<file path="src/hw/enh_pkg.sv">
// Purpose: Constants for the enhancement control register block
// Assumes: AXI4-Lite slave, 32-bit data, byte addresses
// Notes: Bit positions and reset value of the control register
package enh_pkg;
   localparam logic [7:0] ADDR_ENH_CTRL = 8'h6C;
   localparam logic [7:0] ADDR_ENH_STATUS = 8'h70;
   localparam logic [7:0] ENH_CTRL_RESET = 8'h00;
   localparam int BIT_LIMIT_BOOST = 7;
   localparam int BIT_FAST_TONE = 6;
   localparam int BIT_CONV_SPEEDUP = 5;
   localparam int BIT_EXT_ZREF = 4;
   localparam int BIT_BAT_DEBOUNCE = 3;
   localparam int BIT_VOLT_LOOP = 2;
   localparam int BIT_CONV_SQUELCH = 1;
   localparam int BIT_LOOP_HYST = 0;
   // Variant masks: generation variant lacks debounce; selection variant lacks speedup and squelch
   localparam logic [7:0] MASK_GEN_VARIANT = 8'hF7;
   localparam logic [7:0] MASK_SEL_VARIANT = 8'hDD;
   localparam logic [1:0] RESP_OKAY = 2'h0;
   localparam logic [1:0] RESP_SLVERR = 2'h2;
   localparam int CLK_FREQ_HZ = 125000000;
   localparam int DEBOUNCE_MS = 60;
   localparam int DEBOUNCE_CYCLES = CLK_FREQ_HZ / 1000 * DEBOUNCE_MS;
   localparam int LIMIT_BOOST_MA = 41;
   localparam int TONE_RATE_FAST_HZ = 24000;
   localparam int TONE_RATE_SLOW_HZ = 8000;
   localparam int TONE_DIV_FAST = CLK_FREQ_HZ / TONE_RATE_FAST_HZ;
   localparam int TONE_DIV_SLOW = CLK_FREQ_HZ / TONE_RATE_SLOW_HZ;
   localparam logic [6:0] FSK_IREG_FIRST = 7'h63;
   localparam logic [6:0] HYST_UPPER_IREG = 7'h1C;
   localparam logic [6:0] HYST_LOWER_IREG = 7'h2B;
endpackage

</file>
<file path="src/hw/enh_ctrl.sv">
// Purpose: Enhancement enable register with AXI4-Lite access and control outputs
// Assumes: Single clock, synchronous active-high reset, all four pin inputs synchronised here
// Notes: Read at 0x6C, status at 0x70; unmapped addresses answer SLVERR
//
// Function
// [RULE1] The register reads all zeros after reset, so every enhancement starts off.
// [RULE2] The register and its features exist only when the silicon revision is C or later.
// [RULE3] Bit 7 raises the loop current limit to 41 mA after each ring burst, else the programmed limit applies.
// [RULE4] Tone generator 1 runs at 24 kHz when bit 6 and the ringing relay bit are set, else at 8 kHz.
// [RULE5] In that FSK condition tone 1 uses the dedicated FSK oscillator settings, else the standard ones.
// [RULE6] In that FSK condition the oscillator 1 cadence timers step in 41.67 us units.
// [RULE7] Bit 5 switches the converter to the multi-threshold error control algorithm.
// [RULE8] Bit 4 disconnects the internal impedance reference resistor.
// [RULE9] Bit 3 applies a 60 ms debounce only on high-to-low battery switching in external battery mode.
// [RULE10] Debounce exists only on the selection variant; speedup and squelch only on the generation variant.
// [RULE11] Bit 2 selects voltage-based loop closure, else current-based.
// [RULE12] Bit 1 enables squelch of converter noise in the voice band.
// [RULE13] Bit 0 enables loop closure hysteresis with thresholds from indirect registers 28 and 43.
// [RULE14] Writes update all implemented bits at once; unimplemented bits read zero and ignore writes.
`timescale 1ns/1ps
`default_nettype none
module enh_ctrl
   import enh_pkg::*;
#(
   parameter bit SELECTION_VARIANT = 1'b0,
   parameter bit HAS_ENHANCEMENTS = 1'b1,
   parameter int DEBOUNCE_LEN = DEBOUNCE_CYCLES
) (
   input wire logic clk,
   input wire logic rst,
   input wire logic [7:0] s_axi_awaddr,
   input wire logic s_axi_awvalid,
   output logic s_axi_awready,
   input wire logic [31:0] s_axi_wdata,
   input wire logic [3:0] s_axi_wstrb,
   input wire logic s_axi_wvalid,
   output logic s_axi_wready,
   output logic [1:0] s_axi_bresp,
   output logic s_axi_bvalid,
   input wire logic s_axi_bready,
   input wire logic [7:0] s_axi_araddr,
   input wire logic s_axi_arvalid,
   output logic s_axi_arready,
   output logic [31:0] s_axi_rdata,
   output logic [1:0] s_axi_rresp,
   output logic s_axi_rvalid,
   input wire logic s_axi_rready,
   input wire logic ringing_relay_ctrl,
   input wire logic ring_burst_end,
   input wire logic external_battery_select,
   input wire logic bat_switch_req,
   output logic current_limit_boost_en,
   output logic fast_tone_gen_en,
   output logic converter_speedup_en,
   output logic external_impedance_ref_en,
   output logic battery_switch_debounce_en,
   output logic voltage_loop_closure_en,
   output logic converter_squelch_en,
   output logic loop_closure_hysteresis_en,
   output logic current_boost_active,
   output logic tone1_fast_clock,
   output logic tone1_use_fsk_regs,
   output logic tone1_fine_cadence,
   output logic tone1_tick,
   output logic bat_switch_low
);
   localparam logic [7:0] IMPL_MASK = !HAS_ENHANCEMENTS ? 8'h00 :
      (SELECTION_VARIANT ? MASK_SEL_VARIANT : MASK_GEN_VARIANT); // RULE2 RULE10

   // Debounce counter is 24 bits and needs at least two steps
   if (DEBOUNCE_LEN < 2 || DEBOUNCE_LEN > 16777215) begin : g_bad_debounce_len
      $error("DEBOUNCE_LEN out of range");
   end

   logic [7:0] enh_reg;
   logic aw_held, w_held;
   logic [7:0] aw_addr;
   logic [31:0] w_data;
   logic [3:0] w_strb;
   logic do_write;

   assign s_axi_awready = !aw_held && !s_axi_bvalid;
   assign s_axi_wready = !w_held && !s_axi_bvalid;
   assign do_write = aw_held && w_held && !s_axi_bvalid;

   always_ff @(posedge clk) begin
      if (rst) begin
         aw_held <= 1'b0;
         aw_addr <= 8'h00;
      end else if (s_axi_awvalid && s_axi_awready) begin
         aw_held <= 1'b1;
         aw_addr <= s_axi_awaddr;
      end else if (do_write) begin
         aw_held <= 1'b0;
      end
   end

   always_ff @(posedge clk) begin
      if (rst) begin
         w_held <= 1'b0;
         w_data <= 32'h0000_0000;
         w_strb <= 4'h0;
      end else if (s_axi_wvalid && s_axi_wready) begin
         w_held <= 1'b1;
         w_data <= s_axi_wdata;
         w_strb <= s_axi_wstrb;
      end else if (do_write) begin
         w_held <= 1'b0;
      end
   end

   always_ff @(posedge clk) begin
      if (rst) begin
         enh_reg <= ENH_CTRL_RESET; // RULE1
      end else if (do_write && aw_addr[7:2] == ADDR_ENH_CTRL[7:2] && w_strb[0]) begin
         enh_reg <= w_data[7:0] & IMPL_MASK; // RULE14
      end
   end

   always_ff @(posedge clk) begin
      if (rst) begin
         s_axi_bvalid <= 1'b0;
         s_axi_bresp <= RESP_OKAY;
      end else if (do_write) begin
         s_axi_bvalid <= 1'b1;
         s_axi_bresp <= (aw_addr[7:2] == ADDR_ENH_CTRL[7:2]) ? RESP_OKAY : RESP_SLVERR;
      end else if (s_axi_bready) begin
         s_axi_bvalid <= 1'b0;
      end
   end

   // Status word: live derived states above the fixed revision-C present flag in bit 0
   logic [31:0] status_word;
   assign status_word = {26'h0, bat_switch_low, current_boost_active, tone1_fine_cadence,
      tone1_use_fsk_regs, tone1_fast_clock, HAS_ENHANCEMENTS};

   // One read in flight; a new address waits for rready
   assign s_axi_arready = !s_axi_rvalid;

   always_ff @(posedge clk) begin
      if (rst) begin
         s_axi_rvalid <= 1'b0;
         s_axi_rdata <= 32'h0000_0000;
         s_axi_rresp <= RESP_OKAY;
      end else if (s_axi_arvalid && s_axi_arready) begin
         s_axi_rvalid <= 1'b1;
         if (s_axi_araddr[7:2] == ADDR_ENH_CTRL[7:2]) begin
            s_axi_rdata <= {24'h0, enh_reg};
            s_axi_rresp <= RESP_OKAY;
         end else if (s_axi_araddr[7:2] == ADDR_ENH_STATUS[7:2]) begin
            s_axi_rdata <= status_word;
            s_axi_rresp <= RESP_OKAY;
         end else begin
            s_axi_rdata <= 32'h0000_0000;
            s_axi_rresp <= RESP_SLVERR;
         end
      end else if (s_axi_rready) begin
         s_axi_rvalid <= 1'b0;
      end
   end

   assign current_limit_boost_en = enh_reg[BIT_LIMIT_BOOST];
   assign fast_tone_gen_en = enh_reg[BIT_FAST_TONE];
   assign converter_speedup_en = enh_reg[BIT_CONV_SPEEDUP]; // RULE7 RULE10
   assign external_impedance_ref_en = enh_reg[BIT_EXT_ZREF]; // RULE8
   assign battery_switch_debounce_en = enh_reg[BIT_BAT_DEBOUNCE];
   assign voltage_loop_closure_en = enh_reg[BIT_VOLT_LOOP]; // RULE11
   assign converter_squelch_en = enh_reg[BIT_CONV_SQUELCH]; // RULE12
   assign loop_closure_hysteresis_en = enh_reg[BIT_LOOP_HYST]; // RULE13

   // Pin synchronisers, three stages each
   logic [2:0] relay_sync, burst_sync, batsel_sync, batreq_sync;
   always_ff @(posedge clk) begin
      if (rst) begin
         relay_sync <= 3'h0;
         burst_sync <= 3'h0;
         batsel_sync <= 3'h0;
         batreq_sync <= 3'h0;
      end else begin
         relay_sync <= {relay_sync[1:0], ringing_relay_ctrl};
         burst_sync <= {burst_sync[1:0], ring_burst_end};
         batsel_sync <= {batsel_sync[1:0], external_battery_select};
         batreq_sync <= {batreq_sync[1:0], bat_switch_req};
      end
   end

   logic relay_s, burst_s, batsel_s, batreq_s;
   always_ff @(posedge clk) begin
      if (rst) begin
         relay_s <= 1'b0;
         burst_s <= 1'b0;
         batsel_s <= 1'b0;
         batreq_s <= 1'b0;
      end else begin
         if (relay_sync[2] == relay_sync[1]) relay_s <= relay_sync[2];
         if (burst_sync[2] == burst_sync[1]) burst_s <= burst_sync[2];
         if (batsel_sync[2] == batsel_sync[1]) batsel_s <= batsel_sync[2];
         if (batreq_sync[2] == batreq_sync[1]) batreq_s <= batreq_sync[2];
      end
   end

   // Boost follows the filtered ring-burst-end input while the flag is set; it clears when either goes low
   always_ff @(posedge clk) begin
      if (rst) begin
         current_boost_active <= 1'b0;
      end else if (!current_limit_boost_en) begin
         current_boost_active <= 1'b0; // RULE3
      end else begin
         current_boost_active <= burst_s; // RULE3
      end
   end

   logic fsk_cond;
   assign fsk_cond = fast_tone_gen_en && relay_s; // RULE4
   assign tone1_fast_clock = fsk_cond; // RULE4
   assign tone1_use_fsk_regs = fsk_cond; // RULE5
   assign tone1_fine_cadence = fsk_cond; // RULE6

   // Reload picks the rate for the whole coming period
   logic [15:0] tone_cnt;
   always_ff @(posedge clk) begin
      if (rst) begin
         tone_cnt <= 16'h0000;
         tone1_tick <= 1'b0;
      end else if (tone_cnt == 16'h0000) begin
         tone_cnt <= fsk_cond ? 16'(TONE_DIV_FAST - 1) : 16'(TONE_DIV_SLOW - 1); // RULE4
         tone1_tick <= 1'b1;
      end else begin
         tone_cnt <= tone_cnt - 16'h0001;
         tone1_tick <= 1'b0;
      end
   end

   // Battery switch: high-to-low debounced only when enabled in external mode
   logic [23:0] db_cnt;
   logic need_db;
   assign need_db = battery_switch_debounce_en && batsel_s && batreq_s && !bat_switch_low;
   always_ff @(posedge clk) begin
      if (rst) begin
         db_cnt <= 24'h000000;
         bat_switch_low <= 1'b0;
      end else if (!batreq_s) begin
         db_cnt <= 24'h000000;
         bat_switch_low <= 1'b0;
      end else if (!need_db) begin
         db_cnt <= 24'h000000;
         bat_switch_low <= 1'b1;
      end else if (db_cnt == 24'(DEBOUNCE_LEN - 1)) begin
         bat_switch_low <= 1'b1; // RULE9
      end else begin
         db_cnt <= db_cnt + 24'h000001; // RULE9
      end
   end
endmodule
`default_nettype wire

</file>
<file path="config.mk">
export PLATFORM = sky130hd
export DESIGN_NAME = enh_ctrl
export DESIGN_NICKNAME = d
export VERILOG_FILES = /design/src/hw/enh_pkg.sv /design/src/hw/enh_ctrl.sv
export SDC_FILE = /design/constraint.sdc
export NUM_CORES = 1
export LEC_CHECK = 0
export BUFFER_PORTS_ARGS = -buffer_cell sky130_fd_sc_hd__buf_2
export CORE_MARGIN = 2
export CORE_UTILIZATION = 47
export CTS_CLUSTER_SIZE = 25
export DETAILED_ROUTE_END_ITERATION = 10
export GPL_ROUTABILITY_DRIVEN = 1
export PLACE_DENSITY = 0.79
export SLEW_MARGIN = 10
export SYNTH_ARGS = -nofsm -noshare
export SYNTH_HDL_FRONTEND = slang
export SYNTH_SLANG_ARGS = --single-unit
</file>
<file path="constraint.sdc">
create_clock -name clk -period 2 [get_ports clk]
set_input_delay 0.1 -clock clk [delete_from_list [all_inputs] [get_ports clk]]
set_output_delay 0.1 -clock clk [all_outputs]
set_load 0.05 [all_outputs]
</file>
==> impl_metrics.toml <==
[drt]
drt_iter0_markers = 135
ant_nets = 0
via_per_inst = 4.88
wire_per_inst_um = 11.5
vias = 2242
firstDrtPassIters = 4
wl_um = 5290
drc_errors = 0

[floorplanning]
die-area_um2 = 6360
num_rows = 27
fp.dieW_um = 79.8
ios = 118
initial_core_util = 0.487
core_area_um2 = 5540
die_h_um = 79.8

[timing]
tightest_slew_ns = 0.551
finalSetupViolCount = 0
skew_ns = 0.00582
finalMaxSlewViolations = 0
tns_ns = 0
hold_viol = 0
max_freq_mhz = 539
slew_headroom = 0.632
min_period_over_period = 0.928
min_period_ns = 1.86
grt_setup_unrepaired = "false"

[placed_design]
hpwl_um = 3700
place_area_um2 = 2980
port_buffers = 57
globalplace.congestion = 0.793

[synth]
synthTopCellsByCount = "dfxtp_1 (66), nor2_1 (38), nand2_1 (33)"
yosysUniqueCellTypes = 36
synth_area_leaders = "dfxtp_1 (49%), buf_4 (8.1%), nor2_1 (5.3%), mux2i_1 (5.2%), a21oi_1 (4.6%)"
synth_top_area_share = 0.490
yosysMostFrequentCell = "dfxtp_1"
synthCells = 303
synth-async-reset-ratio = 0
synth.ff_latch_count = 66
netlist_area_um2 = 2700
ys_warn_count = 0
synth-edff-count = 0
synth_area_leader_cell = "dfxtp_1"
ys.flop_type = "dfxtp_1"
syn_area_per_cell_um2 = 8.90
yosysSeqAreaShare = 0.490

[worst_setup_path]
cp_cell_sequence = "or4_4, or2_4, or4b_1, a21oi_1"
worstPathArrival_ns = 2.12
rr_endpoint = "tone_cnt[14]$_SDFF_PP0_"
critPathSlowestCell = "or4_4"
crit_required_ns = 2.27
critPathBufInv = 0
critPathLaunchType = "register"
cp_num_cells = 4
crit-reg2reg-launch = "tone_cnt[5]$_SDFF_PP0_"
crit_end = "tone_cnt[14]$_SDFF_PP0_"
critPathCaptureType = "register"
worstRegToRegCells = 4
critPathMaxStageDelay_ns = 0.56
worst-path-max-fanout = 5
crit_type = "reg -> reg"
crit_start = "tone_cnt[5]$_SDFF_PP0_"
path_delay_family = "simple AND/OR/NAND/NOR gates"
ff2ff_setup_slack_ns = 0.14

[finish]
largest-register = "tone_cnt"
areaGrowthSynthToFinish_pct = 23.9
regArea_um2 = 1320
largest_reg_flops = 16
reg_top3 = "tone_cnt x16, s_axi_rdata x8"
drive_gt1_frac = 0.222
fillers = 489
multi_input_comb_area_um2 = 1200
fin_area_um2 = 3340
nets = 446
antenna_cells = 0

[pwr]
ir_worst_vdd_mv = 0.544
power.leakage_nw = 1.46
power_per_cell_area_nw_per_um2 = 1230

[grt]
antenna_found_initial = 0
grt_pass1_vias = 2031
grt_pass1_wl_um = 8760
grt_start_max_net_pins = 26
grt.total_usage = 0.177
grt.overflow.total = 0

[run_status]
status = "complete, no violations"

[clock_network]
cts_max_level = 3
cts_hold_buf = 16
cts_tree = "built"
post_cts.repair.setup_buffers = 0
path_clk_slew_ns = 0.07
clkSinkCount = 66
worstSkewPairLatency_ns = 0.34
cts.path.max_buffers = 2
cts_root_buffer = "clkbuf_8"
post_cts_resized = 0
cts_buffers = 9

[min_path]
hold_class = "in -> reg"

[job]
maxCapViolCount = 0
-- metrics by stage --
step | hold slack, ns | setup slack [ns] | power [W] | utilization | cells
global route | 0.0161 | 0.0742 | 0.00436 | 0.603 | 459
global placement | 0.294 | 0.172 | 0.00294 | 0.537 | 427
floorplan | 0.200 | 0.00817 | 0.00271 | - | 329
finish | 0.0113 | 0.145 | 0.00411 | 0.603 | 459
detailed placement | 0.291 | 0.153 | 0.00298 | 0.537 | 427
CTS | 0.00263 | 0.139 | 0.00414 | 0.603 | 459
-- logic make-up (layout without fill, tap and decap cells) --
group / Yosys count / after routing / synth area share
adder cells (fa/ha/maj): 1 / 1 / 0.00464
flip-flops: 66 / 66 / 0.490
AO/OA/AOI/OAI: 41 / 41 / 0.0867
AND/OR/NAND/NOR: 124 / 124 / 0.226
multiplexers: 15 / 15 / 0.0561
buffers and inverters: 45 / 103 / 0.103
XOR/XNOR: 10 / 10 / 0.0325
other: 1 / 27 / 0.00139
-- final cells by class --
cell class	count	area share
well taps	72	0.0270
repair buffers	81	0.151
clock buffers	11	0.0453
inverters	6	0.00674
multi-input cells	218	0.359
clock inverters	5	0.0157
flip-flops and latches	66	0.395
-- how the worst min path moves through the flow --
stage                          startpoint                        end  slack [ns]  depth (start not counted)
after global placement       s_axi_rready  s_axi_rvalid$_SDFFE_PP0P_        0.29                          2
after floorplan              s_axi_rready  s_axi_rvalid$_SDFFE_PP0P_        0.20                          1
final                     s_axi_awaddr[3]    aw_addr[3]$_SDFFE_PP0P_        0.01                          3
after detailed placement     s_axi_rready  s_axi_rvalid$_SDFFE_PP0P_        0.29                          2
after global routing       s_axi_wdata[1]     w_data[1]$_SDFFE_PP0P_        0.02                          3
after CTS                 s_axi_awaddr[3]    aw_addr[3]$_SDFFE_PP0P_       0.003                          3
-- layer usage --
layer / up-vias / track usage / share of wire
met3: 15 / 0.0373 / 0.060
met1: 1002 / 0.218 / 0.46
li1: 1132 / - / -
met2: 93 / 0.281 / 0.45
met5: - / 0 / 0
met4: 0 / 0.112 / 0.025
-- tightest hold or removal path, delay by kind of cell --
family / cells / cell delay, ns
AND/OR/NAND/NOR: 1 / 0.08
multiplexers: 1 / 0.06
buffers and inverters: 1 / 0.08
-- cells in the final DEF (no fill, tap or decap), types with 2 or more instances in the layout --
master / synthesis / layout
a211oi_1: 5 / 5
a21oi_1: 25 / 25
a221oi_1: 2 / 2
and2_1: 2 / 2
buf_2: 0 / 57
buf_4: 29 / 8
clkbuf_8: 0 / 11
clkinv_2: 0 / 3
conb_1: 1 / 27
dfxtp_1: 66 / 66
dlygate4sd3_1: 0 / 16
inv_1: 6 / 6
mux2i_1: 14 / 14
nand2_1: 33 / 33
nand2b_1: 3 / 3
nand3_1: 4 / 4
nand3b_1: 2 / 2
nand4_1: 3 / 3
nor2_1: 38 / 37
nor2b_1: 11 / 11
nor3_1: 12 / 12
nor4_1: 5 / 5
nor4b_1: 2 / 2
o21ai_0: 6 / 6
o21bai_1: 2 / 2
or4_1: 2 / 2
xnor2_1: 5 / 5
xor2_1: 5 / 5
-- report_power, final --
| part | switching, W | internal, W |
|---|---|---|
| clock | 0.000491 | 0.000637 |
| sequential | 0.000172 | 0.00150 |
| combinational | 0.000751 | 0.000555 |
| total | 0.00141 | 0.00270 |
Note: power is estimated with default switching activity, not from simulation.
